## config.mk

```make
export PLATFORM = sky130hd
export DESIGN_NAME = ssr_top
export DESIGN_NICKNAME = d
export VERILOG_FILES = /design/src/hdl/ssr_pkg.sv /design/src/hdl/ssr_top.sv /design/src/hdl/ssr_clk_delay.sv
export VERILOG_INCLUDE_DIRS = /design/src /design/src/hdl
export SDC_FILE = /design/constraint.sdc
export NUM_CORES = 1
export LEC_CHECK = 0
export CORE_MARGIN = 5
export CORE_UTILIZATION = 50
export DETAILED_ROUTE_END_ITERATION = 8
export DONT_BUFFER_PORTS = 1
export PLACE_DENSITY_LB_ADDON = 0.3
export SYNTH_ARGS = -nofsm -noshare
export SYNTH_HDL_FRONTEND = slang
export SYNTH_SLANG_ARGS = --single-unit
```

## constraint.sdc

```tcl
create_clock -name ref_clk -period 3 [get_ports ref_clk]
set_input_delay 0.6 -clock ref_clk [delete_from_list [all_inputs] [get_ports ref_clk]]
set_output_delay 0.6 -clock ref_clk [all_outputs]
set_load 0.02 [all_outputs]
```

## src/hdl/ssr_params.svh

```systemverilog
// offsets, field positions, reset values and timing counts for the strap register
`ifndef SSR_PARAMS_SVH
`define SSR_PARAMS_SVH

`define SSR_ADDR_W          16
`define SSR_DATA_W          16
`define SSR_STRAP_W         11
`define SSR_OFF_CONFIG_PIN_STATUS 16'hD08F
`define SSR_BIT_PCM_MASTER  10
`define SSR_BIT_TEST_HI     9
`define SSR_BIT_TEST_LO     7
`define SSR_BIT_EMU_BOOT    6
`define SSR_BIT_PLL_BYPASS  5
`define SSR_BIT_DSP_PLL_PD  4
`define SSR_BIT_BOOT        3
`define SSR_BIT_RSTCNT_BYP  2
`define SSR_BIT_FAST_SYNC   1
`define SSR_BIT_NO_DELAY    0
`define SSR_RST_FAST_SYNC   1'h1
`define SSR_RST_NO_DELAY    1'h0
`define SSR_UNUSED_W        5
`define SSR_CLK_DELAY_NS    40
`define SSR_CLK_PERIOD_NS   40
`define SSR_DELAY_CYCLES    ((`SSR_CLK_DELAY_NS + `SSR_CLK_PERIOD_NS - 1) / `SSR_CLK_PERIOD_NS)

`endif

```

## src/hdl/ssr_pkg.sv

```systemverilog
// types shared by the strap status register block
package ssr_pkg;
    typedef enum logic [1:0]
    {
        SSR_SAMPLING = 2'b01,
        SSR_HOLDING  = 2'b10
    } ssr_state_t;
endpackage

```

## src/hdl/ssr_top.sv

```systemverilog
// strap status register: strap capture, two control bits, register port
//
// The plain strobed port was decided locally.
`timescale 1ns/1ps
`include "ssr_params.svh"

module ssr_top
    import ssr_pkg::*;
(
    // clock and reset
    input  wire logic                     ref_clk,
    input  wire logic                     rst,
    // strap pins, bits 10..2 of the register
    input  wire logic [10:2]              strap_pins,
    // register port
    input  wire logic [`SSR_ADDR_W-1:0]   reg_addr,
    input  wire logic [`SSR_DATA_W-1:0]   reg_wdata,
    input  wire logic                     reg_wr,
    input  wire logic                     reg_rd,
    output logic      [`SSR_DATA_W-1:0]   reg_rdata,
    // frame sync delay request from the frame sync control
    input  wire logic                     internal_frame_sync_delay,
    output logic                          frame_sync_delay_active,
    // oscillator sync method
    output logic                          tuned_crystal_oscillator_fast,
    // pcm clock group in (undelayed) and out
    input  wire logic                     pcm_frame_sync_in,
    input  wire logic                     pcm_bit_clock_in,
    input  wire logic                     data_bit_clock_in,
    input  wire logic                     frame_sync_clock_in,
    input  wire logic                     alternate_data_clock_in,
    output logic                          pcm_frame_sync,
    output logic                          pcm_bit_clock,
    output logic                          data_bit_clock,
    output logic                          frame_sync_clock,
    output logic                          alternate_data_clock
);

    ////////////////////////////////////////////////////////////////////
    // state

    ssr_state_t             state;
    ssr_state_t             next_state;
    logic [10:2]            strap_q;
    logic [10:2]            next_strap_q;
    logic                   fast_sync;
    logic                   next_fast_sync;
    logic                   no_delay;
    logic                   next_no_delay;
    logic [`SSR_DATA_W-1:0] status_word;
    logic [`SSR_DATA_W-1:0] next_rdata;
    logic                   hit;
    logic [4:0]             clk_group;
    logic [4:0]             clk_group_out;

    assign hit = (reg_addr == `SSR_OFF_CONFIG_PIN_STATUS);

    ////////////////////////////////////////////////////////////////////
    // strap capture: sampled every cycle while rst is high

    always_comb
    begin
        next_state  = state;
        next_strap_q = strap_q;
        case (state)
            SSR_SAMPLING:
                next_state = SSR_HOLDING;
            SSR_HOLDING:
                next_state = SSR_HOLDING;
            default:
                next_state = SSR_SAMPLING;
        endcase
        // pins are latched only under reset, never by software
        if (rst)
        begin
            next_strap_q = strap_pins;
            next_state   = SSR_SAMPLING;
        end
    end

    // synchronous reset lets the pins be captured by the clock itself
    always_ff @(posedge ref_clk)
    begin
        state   <= next_state;
        strap_q <= next_strap_q;
    end

    ////////////////////////////////////////////////////////////////////
    // writable control bits

    always_comb
    begin
        next_fast_sync = fast_sync;
        next_no_delay  = no_delay;
        if (reg_wr && hit)
        begin
            next_fast_sync = reg_wdata[`SSR_BIT_FAST_SYNC];
            next_no_delay  = reg_wdata[`SSR_BIT_NO_DELAY];
        end
    end

    always_ff @(posedge ref_clk)
    begin
        if (rst)
        begin
            fast_sync <= `SSR_RST_FAST_SYNC;
            no_delay  <= `SSR_RST_NO_DELAY;
        end
        else
        begin
            fast_sync <= next_fast_sync;
            no_delay  <= next_no_delay;
        end
    end

    ////////////////////////////////////////////////////////////////////
    // read path

    always_comb
    begin
        status_word = {`SSR_DATA_W{1'b0}};
        status_word[`SSR_BIT_PCM_MASTER] = strap_q[10];
        status_word[`SSR_BIT_TEST_HI:`SSR_BIT_TEST_LO]
            = strap_q[9:7];
        status_word[`SSR_BIT_EMU_BOOT]   = strap_q[6];
        status_word[`SSR_BIT_PLL_BYPASS] = strap_q[5];
        status_word[`SSR_BIT_DSP_PLL_PD] = strap_q[4];
        status_word[`SSR_BIT_BOOT]       = strap_q[3];
        status_word[`SSR_BIT_RSTCNT_BYP] = strap_q[2];
        status_word[`SSR_BIT_FAST_SYNC]  = fast_sync;
        status_word[`SSR_BIT_NO_DELAY]   = no_delay;
        next_rdata = 16'h0000;
        // unmapped reads return zero
        if (reg_rd && hit)
            next_rdata = status_word;
    end

    always_ff @(posedge ref_clk)
    begin
        if (rst)
            reg_rdata <= 16'h0000;
        else
            reg_rdata <= next_rdata;
    end

    ////////////////////////////////////////////////////////////////////
    // effects of the control bits

    assign tuned_crystal_oscillator_fast = fast_sync;
    // option ignored unless delay is switched off
    assign frame_sync_delay_active =
        internal_frame_sync_delay & no_delay;

    assign clk_group = {alternate_data_clock_in, frame_sync_clock_in,
                        data_bit_clock_in, pcm_bit_clock_in,
                        pcm_frame_sync_in};

    // delay is one clock period: coarse, but the only one available
    ssr_clk_delay u_delay
    (
        .ref_clk (ref_clk),
        .rst     (rst),
        .bypass  (no_delay),
        .clk_in  (clk_group),
        .clk_out (clk_group_out)
    );

    assign pcm_frame_sync       = clk_group_out[0];
    assign pcm_bit_clock        = clk_group_out[1];
    assign data_bit_clock       = clk_group_out[2];
    assign frame_sync_clock     = clk_group_out[3];
    assign alternate_data_clock = clk_group_out[4];

endmodule

```

## src/hdl/ssr_clk_delay.sv

```systemverilog
// optional one-cycle retiming of the pcm clock group outputs
`timescale 1ns/1ps
`include "ssr_params.svh"

module ssr_clk_delay
    import ssr_pkg::*;
(
    // clock and reset
    input  wire logic        ref_clk,
    input  wire logic        rst,
    // control
    input  wire logic        bypass,
    // clocks in
    input  wire logic [4:0]  clk_in,
    // clocks out
    output logic      [4:0]  clk_out
);

    logic [4:0] dly_q;
    logic [4:0] next_dly_q;

    always_comb
    begin
        next_dly_q = clk_in;
    end

    always_ff @(posedge ref_clk)
    begin
        if (rst)
            dly_q <= 5'h00;
        else
            dly_q <= next_dly_q;
    end

    // bypass shows the raw clocks, else the retimed copy
    assign clk_out = bypass ? clk_in : dly_q;

endmodule

```

==> results of run 1 <==
## where the power goes
group / switching (uW) / leakage [uW] / total, uW / internal (uW)
Sequential: 2.77 / 0.000234 / 395 / 392
Clock: 93.3 / 0.0000150 / 145 / 51.8
Combinational: 13.1 / 0.000124 / 20.4 / 7.37
## logic make-up after synthesis
group,after synthesis,synth area share (%)
simple gates,26,20.21
flops,27,65.71
mux,5,5.867
compound gates,4,2.347
other cells,1,0.3908
buf+inv,8,5.475
## placed cells by master (no fill, tap or decap), drive strengths merged
cell    instances
clkbuf          4
o21bai          1
nor2b           5
nor4b           1
and4bb          2
o21ai           1
and4b           1
dfxtp          18
inv             1
and4            1
nand3           1
conb            5
nand4           1
and2           12
nor3            1
nor3b           1
a21oi           2
edfxtp          9
mux2            5
## worst register-to-register path, delay by kind of cell (launching register included)
kind	cells	cell delay, ps
flip-flops	1	510
AO/OA/AOI/OAI	2	280
## metal layers
layer | wire, um | vias to the layer above | GRT usage [%]
met3 | 145 | 0 | 4.986
met2 | 982 | 25 | 21.98
met1 | 572 | 246 | 13.39
met5 | 0 | - | 0
li1 | - | 234 | -
met4 | 0 | 0 | 6.383
## worst min-delay path by stage
stage                     slack (ps)          endpoint  depth (start not counted)
final                            340  u_delay.dly_q[2]                          1
after detailed placement         430     reg_rdata[10]                          1
after floorplan                  420     reg_rdata[10]                          1
after global routing             300          no_delay                          1
after global placement           420      reg_rdata[8]                          1
after CTS                        330  u_delay.dly_q[2]                          1
## through the flow
step,total power [uW],setup slack (ps),util (%),instance area (sq um)
after CTS,566.8,1114,55.16,983.4
after detailed placement,423.6,1138,53.68,957.2
final,560.1,1152,55.16,983.4
after global placement,422.0,1192,53.68,957.2
after floorplan,425.9,1466,-,974.7
after global routing,591.6,1038,55.16,983.4
## final cells by class
| cell class | count | area (sq um) |
|---|---|---|
| well taps | 25 | 31.28 |
| flip-flops and latches | 27 | 630.6 |
| inverters | 1 | 3.754 |
| multi-input cells | 40 | 291.5 |
| fillers | 152 | 799.5 |
| clock buffers | 4 | 26.28 |
## registers in the layout, summed over array words and instances (netlist names)
signal and count:
tuned_crystal_oscillator_fast 1, reg_rdata 11, u_delay.dly_q 5, strap_q 9
no_delay 1
==> impl_metrics.toml, run 1 <==
[grt]
grt_pass1_wl_mm = 2.525
grt_usage_pct = 12.77
grt_max_degree = 18
grt_antenna_before_repair = 0
grt_pass1_vias = 540
gr-total-overflow = 0

[setup_path]
critPathKind = "reg -> out"
r2r_start = "no_delay"
critical_path.max_stage_delay_ps = 510
cp-start-kind = "flip-flop"
cp_slowest_cell = "dfxtp_1"
path_depth = 1
cp-end-kind = "output port"
required_ps = 2400
cp_cell_sequence = "mux2_2"
cp_num_buf_inv = 0
critPathTopFamily = "flip-flops"
critPathArrivalTime_ps = 1250
crit_fanout = 8
r2r_end = "no_delay"
endpoint = "frame_sync_clock"
crit_start = "no_delay"
reg2reg_depth = 2
reg2reg_slack_ps = 2150

[run]
max_cap_violations = 0

[synthesis]
synthArstFlopShare_pct = 0
synth.cells.most_frequent = "18 x dfxtp_1, 12 x and2_1, 9 x edfxtp_1"
synth_area_leaders = "dfxtp_1 38%, edfxtp_1 28%, and2_1 7.8%"
synth_seq_area_share_pct = 65.71
yosysWarnings = 0
yosys.area.top_type = "dfxtp_1"
synth_seq_cells = 27
syn_area_per_cell_sq_um = 13.52
yosysMostFrequentCell = "dfxtp_1"
synth-main-ff-cell = "dfxtp_1"
syn_area_sq_um = 959.7
synth-edff-count = 9
syn_inst = 71
ys_types = 20
yosys.area.top_type_share_pct = 37.55

[floorplan]
top_level_ports = 74
die_w_um = 53.81
die-area_sq_um = 2896
initial_core_util_pct = 53.82
coreArea_sq_um = 1783
die_h_um = 53.81
rows = 15

[sta]
rsz0062_at_grt = "no"
fmax_mhz = 541.2
fin_crit_sh_pct = 61.59
slew_viol_final = 0
min_period_ps = 1848
final_hold_viol_count = 0
setup-tns-final_ps = 0
hold_slack_ps = 337.3
worst_slew_pin_slew_ps = 498.2
relSlewSlack_pct = 66.64
final-setup-viol-count = 0
finalClockSkew_ps = 6.917

[drt]
drtAntennaViolNets = 0
routed_wl_mm = 1.700
drt_iter0_markers = 1
drc_errors = 0
firstDrtPassIters = 2
vias = 505
viasPerCell = 5.206
wl_per_cell_um = 17.53

[clocking]
cts-hold-fix-buffers = 0
clk_path_buf_depth = 2
clk_pin_slew_ps = 130
postCtsSetupBuffers = 0
cts_root_buf = "clkbuf_4"
cts_tree = "built"
htree_levels = 1
cts_resized = 0
cts_buffers = 3
clk-insertion-delay-late_ps = 310
clock-sinks = 27

[final_layout]
area_delta_synth_final_pct = 2.477
final_net_count = 124
finalNonFillerCells = 97
drive_above_1_share_pct = 16.67
antenna_cells = 0

[placed_design]
io_buffers = 0
place_inst = 93
gp_congestion = 0.6297

[power_and_ir_drop]
ir_drop_mv = 0.2970
p_leak_uw = 0.0003731
powerDensity_nw_per_um2 = 569.5

[run_status]
status = "finished clean"

[worst_hold_path]
holdCritPathClass = "in -> reg"
hold_start = "rst"
Power figures use the tool's default switching activity.
==> inputs of run 2 (changes only) <==
==> constraint.sdc (replaced) <==
create_clock -name ref_clk -period 1.5 [get_ports ref_clk]
set_input_delay 0.3 -clock ref_clk [delete_from_list [all_inputs] [get_ports ref_clk]]
set_output_delay 0.3 -clock ref_clk [all_outputs]
set_load 0.02 [all_outputs]
==> run 2 against run 1 <==
Effect of this change:
- critical path depth unchanged
- non-clock buffer count rose by 2
- flip-flop and latch count is the same
- largest power group unchanged
==> impl_metrics.toml, run 2 (synthesized netlist as in run 1, its figures left out) <==
[run_status]
status = "finished clean"

[setup_path]
critPathArrivalTime_ps = 1140
crit_start = "no_delay"
cp_slowest_cell = "dfxtp_4"
cp-end-kind = "output port"
cp-start-kind = "flip-flop"
critPathTopFamily = "flip-flops"
critPathKind = "reg -> out"
reg2reg_slack_ps = 740
crit_fanout = 8
reg2reg_depth = 2
r2r_start = "tuned_crystal_oscillator_fast"
critical_path.max_stage_delay_ps = 420
cp_num_buf_inv = 0
cp_cell_sequence = "mux2_2"
r2r_end = "tuned_crystal_oscillator_fast"
required_ps = 1200
endpoint = "alternate_data_clock"
path_depth = 1

[final_layout]
largest_registers = "reg_rdata: 11 flops, strap_q: 9 flops, u_delay.dly_q: 5 flops"
final_common_cell = "dfxtp_1"
drive_above_1_share_pct = 20.27
antenna_cells = 0
top_register = "reg_rdata"
area_delta_synth_final_pct = 5.085
final_cell_mix = "17 x dfxtp_1, 12 x and2_1, 9 x edfxtp_1"
final_net_count = 126
final_util_pct = 56.56
largest_reg_flops = 11

[sta]
final_hold_viol_count = 0
hold_slack_ps = 25.11
rsz0062_at_grt = "yes"
setup_slack_ps = 57.87
slew_viol_final = 0
fmax_mhz = 693.4
finalClockSkew_ps = 1.942
min_period_ps = 1442
fin_crit_sh_pct = 96.14
final-setup-viol-count = 0

[clocking]
htree_levels = 1
clk-insertion-delay-late_ps = 320
postCtsSetupBuffers = 0
clk_path_buf_depth = 2
cts_tree = "built"
cts_buffers = 3
clock-sinks = 27
cts_root_buf = "clkbuf_4"
clk_pin_slew_ps = 130

[power_and_ir_drop]
intPower_uw = 900.2
p_sw_uw = 234.5
pwr-share-clk_pct = 26.7
p_seq_share_pct = 69.3
p_leak_uw = 0.0003825
p_comb_share_pct = 3.9
ir_drop_mv = 0.6608
switching_share_pct = 20.67
powerDensity_nw_per_um2 = 1125

[floorplan]
die-area_sq_um = 2896
top_level_ports = 74
rows = 15
die_w_um = 53.81
die_h_um = 53.81
initial_core_util_pct = 53.82
coreArea_sq_um = 1783

[run]
max_cap_violations = 0

[placed_design]
dp_hpwl_mm = 1.334
io_buffers = 0
gp_congestion = 0.6365
pre_cts_ws_ps = 144.5

[grt]
busiest_layer = "met2"
gr-total-overflow = 0
grt_antenna_before_repair = 0
grt_use_met3_pct = 6.371
grt_max_degree = 18
grt_use_met1_pct = 12.39
grt_usage_pct = 12.43
grtUsageMet2_pct = 21.57
grt_pass1_vias = 532
grt_pass1_wl_mm = 2.435

[drt]
vias = 513
drtAntennaViolNets = 0
viasPerCell = 5.182
routed_wl_mm = 1.668
drc_errors = 0
wl_per_cell_um = 16.85
drt_iter0_markers = 9
firstDrtPassIters = 4

[worst_hold_path]
holdCritPathClass = "in -> reg"
run 2: cell count changes in the layout (fill, tap and decap cells not counted):
cell	previous run	this run
dfxtp_1	18	17
dfxtp_4	0	1
clkbuf_1	1	0
buf_4	0	1
clkinvlp_4	0	1
dlygate4sd3_1	0	1
run 2: worst min-delay path by stage:
stage          cells after the start  slack (ps)                to  startpoint
4_1_cts                            1           6          no_delay         rst
3_5_place_dp                       1         380  u_delay.dly_q[2]         rst
5_1_grt                            1           4  u_delay.dly_q[2]         rst
2_1_floorplan                      1         370          no_delay         rst
3_3_place_gp                       1         370          no_delay         rst
6_report                           1          30  u_delay.dly_q[2]         rst
run 2: repair_timing:
| action | in CTS | in global routing |
|---|---|---|
| endpoints found under the hold margin | 0 | 5 |
| hold buffers | 0 | 1 |
| resized for setup | 1 | 1 |
| endpoints found under the setup margin | 5 | 5 |
run 2: worst register-to-register path, delay by kind of cell, from the launching register on:
family,cells,cell delay [ps]
flip-flops,1,510
AO/OA/AOI/OAI,2,190
run 2: metal layers:
metal / vias up / share of wire [%]
li1: 239 / -
met1: 241 / 33
met2: 28 / 55
met3: 5 / 10
met4: 0 / 1.7
met5: - / 0
run 2: layout make-up:
cell class | count | area [sq um]
Fill cell | 154 | 774.5
Tap cell | 25 | 31.28
Clock buffer | 3 | 22.52
Inverter | 1 | 3.754
Sequential cell | 27 | 634.4
Clock inverter | 1 | 7.507
Timing Repair Buffer | 2 | 17.52
Multi-Input combinational cell | 40 | 291.5
run 2: metrics by stage:
stage          power, uW  TNS (ps)  area (sq um)  std cells
2_1_floorplan      851.8         0         974.7         75
6_report            1135         0          1008         99
3_5_place_dp       846.4         0         964.7         94
3_3_place_gp       844.1         0         964.7         94
5_1_grt             1189    -2.351          1008         99
4_1_cts             1151         0         996.0         98
run 2: power groups by stage:
| stage | sequential, uW | clock, uW | combinational [uW] |
|---|---|---|---|
| 3_5_place_dp | 805 | 0 | 41.0 |
| 6_report | 787 | 303 | 44.6 |
| 2_1_floorplan | 803 | 0 | 48.6 |
| 5_1_grt | 790 | 351 | 48.5 |
| 3_3_place_gp | 804 | 0 | 39.8 |
| 4_1_cts | 789 | 321 | 40.8 |
==> inputs of run 3 (changes only) <==
--- a/config.mk
+++ b/config.mk
@@ -6,6 +6,8 @@
 export SDC_FILE = /design/constraint.sdc
 export NUM_CORES = 1
 export LEC_CHECK = 0
+export ABC_AREA = 1
+export CORE_ASPECT_RATIO = 1.5
 export CORE_MARGIN = 5
 export CORE_UTILIZATION = 50
 export DETAILED_ROUTE_END_ITERATION = 8
==> run 3 against run 2 <==
Effect of this change:
- via count grew 22%
- register-to-register slack is essentially flat
- largest cell class unchanged
- synthesized area increased by 6.9%
- clock power down 4%
- synthesized cell count grew 51%
- hold slack improved by 17 ps
- flip-flop and latch count did not move
- maximum frequency up 5.6%
- non-clock buffer count is 5 higher
- sequential share of layout area is 5.5 points lower
- clock skew up 2.2 ps
- worst setup slack gained 76 ps
==> impl_metrics.toml, run 3 <==
[run_status]
status = "finished clean"

[grt]
grt_pass1_wl_mm = 2.380
grt_max_degree = 16
gr-total-overflow = 0
grt_antenna_before_repair = 0
grt_pass1_vias = 597
grt_usage_pct = 10.58

[synthesis]
syn_area_per_cell_sq_um = 9.589
ys_types = 15
yosys.area.top_type_share_pct = 35.12
synth_seq_area_share_pct = 61.46
synth.cells.most_frequent = "23 x inv_1, 18 x dfxtp_1, 15 x nand2_1"
yosysMostFrequentCell = "inv_1"
yosys.area.top_type = "dfxtp_1"
synth-main-ff-cell = "dfxtp_1"
synth-edff-count = 9
synth_seq_cells = 27
syn_inst = 107
synthArstFlopShare_pct = 0
yosysWarnings = 0
synth_area_leaders = "dfxtp_1 35%, edfxtp_1 26%, inv_1 8.4%"
syn_area_sq_um = 1026

[drt]
drc_errors = 0
top_layer = "met4"
wl_met3_um = 170
vias = 624
route.met2.wl_um = 841
drt_iter0_markers = 12
viasPerCell = 4.555
firstDrtPassIters = 3
wl_per_cell_um = 11.34
drtAntennaViolNets = 0
routed_wl_mm = 1.554
met1_length_um = 533

[setup_path]
cp_slowest_cell = "dfxtp_2"
cp_cell_sequence = "inv_4 -> o21ai_0 -> buf_4"
critPathKind = "reg -> out"
critPathArrivalTime_ps = 1070
required_ps = 1200
crit_fanout = 12
r2r_start = "tuned_crystal_oscillator_fast"
cp-end-kind = "output port"
cp-start-kind = "flip-flop"
reg2reg_slack_ps = 740
crit_start = "no_delay"
critical_path.max_stage_delay_ps = 370

[sta]
finalClockSkew_ps = 4.102
final_hold_viol_count = 0
fmax_mhz = 732.2
rsz0062_at_grt = "no"
slew_viol_final = 0
setup-tns-final_ps = 0
fin_crit_sh_pct = 91.05
min_period_ps = 1366
final-setup-viol-count = 0

[floorplan]
die_w_um = 46.99
die_h_um = 65.48
die-area_sq_um = 3077
initial_core_util_pct = 51.25
rows = 20
top_level_ports = 74
coreArea_sq_um = 2002

[clocking]
clk_pin_slew_ps = 130
cts_tree = "built"
postCtsSetupBuffers = 0
clk-insertion-delay-late_ps = 300
cts_buffers = 3
clock-sinks = 27
clk_path_buf_depth = 2
cts_root_buf = "clkbuf_4"
htree_levels = 1

[run]
max_cap_violations = 0

[placed_design]
dp_hpwl_mm = 1.288
io_buffers = 0
gp_congestion = 0.6255

[final_layout]
final_cell_mix = "22 x inv_1, 17 x dfxtp_1, 15 x nand2_1"
largest_reg_flops = 11
area_delta_synth_final_pct = 7.317
final_net_count = 167
final_common_cell = "inv_1"
largest_registers = "reg_rdata: 11 flops, strap_q: 9 flops, u_delay.dly_q: 5 flops"
drive_above_1_share_pct = 21.74
top_register = "reg_rdata"
antenna_cells = 0
final_util_pct = 55.00

[power_and_ir_drop]
p_leak_uw = 0.0005322
powerDensity_nw_per_um2 = 1043
ir_drop_mv = 0.6711

[worst_hold_path]
holdCritPathClass = "in -> reg"
hold_start = "rst"
-- run 3: cell count changes in the layout (fill, tap and decap cells not counted), sizes merged, moves of 2 or more --
cell,before,now
nor2b,5,0
a21oi,2,0
inv,1,23
nor2,0,24
and4bb,2,0
and2,12,0
nand2,0,15
nand3,1,3
o21ai,1,5
mux2,5,0
buf,1,6
-- run 3: worst max-delay path, delay by kind of cell, from the launching register on --
kind / cells / cell delay, ps
compound gates: 1 / 160
flops: 1 / 370
buf+inv: 2 / 230
-- run 3: path summary, 6_finish.rpt --
kind	end	depth (start not counted)
hold / removal	u_delay.dly_q[2]	1
setup reg to reg	reg_rdata[1]	2
setup / recovery	pcm_bit_clock	3
hold reg to reg	reg_rdata[8]	2
-- run 3: report_power, final --
part           leakage (uW)  internal [uW]  switching [uW]
Sequential         0.000235            784            6.13
Combinational      0.000282           23.7            44.9
Clock             0.0000150            104             187
Total              0.000532            911             238
-- run 3: layout make-up --
cell class / instances / area, sq um
tap: 22 / 27.53
sequential: 27 / 631.9
clock buffer: 4 / 26.28
multi-input combinational: 54 / 271.5
fill: 185 / 900.9
timing repair buffer: 7 / 55.05
inverter: 23 / 88.84
-- run 3: cell families (layout without fill, tap and decap cells) --
logic type | Yosys count | after routing | share of synthesized area (%)
AO/OA/AOI/OAI | 5 | 5 | 2.439
other | 1 | 5 | 0.3655
flip-flops | 27 | 27 | 61.46
AND/OR/NAND/NOR | 44 | 44 | 22.19
buffers and inverters | 30 | 34 | 13.54
-- run 3: stage by stage --
step | area [sq um] | hold slack (ps) | setup WS, ps | power, uW | std cells
after floorplan | 1041 | 372.3 | 147.2 | 866.8 | 111
after CTS | 1087 | 30.43 | 37.28 | 1160 | 136
after global routing | 1101 | 4.016 | 21.30 | 1220 | 137
after detailed placement | 1061 | 376.4 | 320.7 | 873.7 | 132
final | 1101 | 42.59 | 134.3 | 1149 | 137
after global placement | 1061 | 374.6 | 346.5 | 870.3 | 132
-- run 3: timing repair --
item | in CTS | in global routing
resized for setup | 1 | 4
endpoints found under the hold margin | 0 | 1
endpoints found under the setup margin | 5 | 4
hold buffers | 0 | 1
-- run 3: layer usage --
| layer | global-route usage [%] | up-vias |
|---|---|---|
| met5 | 0 | - |
| met4 | 4.152 | 0 |
| met3 | 3.562 | 2 |
| met2 | 18.03 | 34 |
| met1 | 11.48 | 264 |
| li1 | - | 324 |
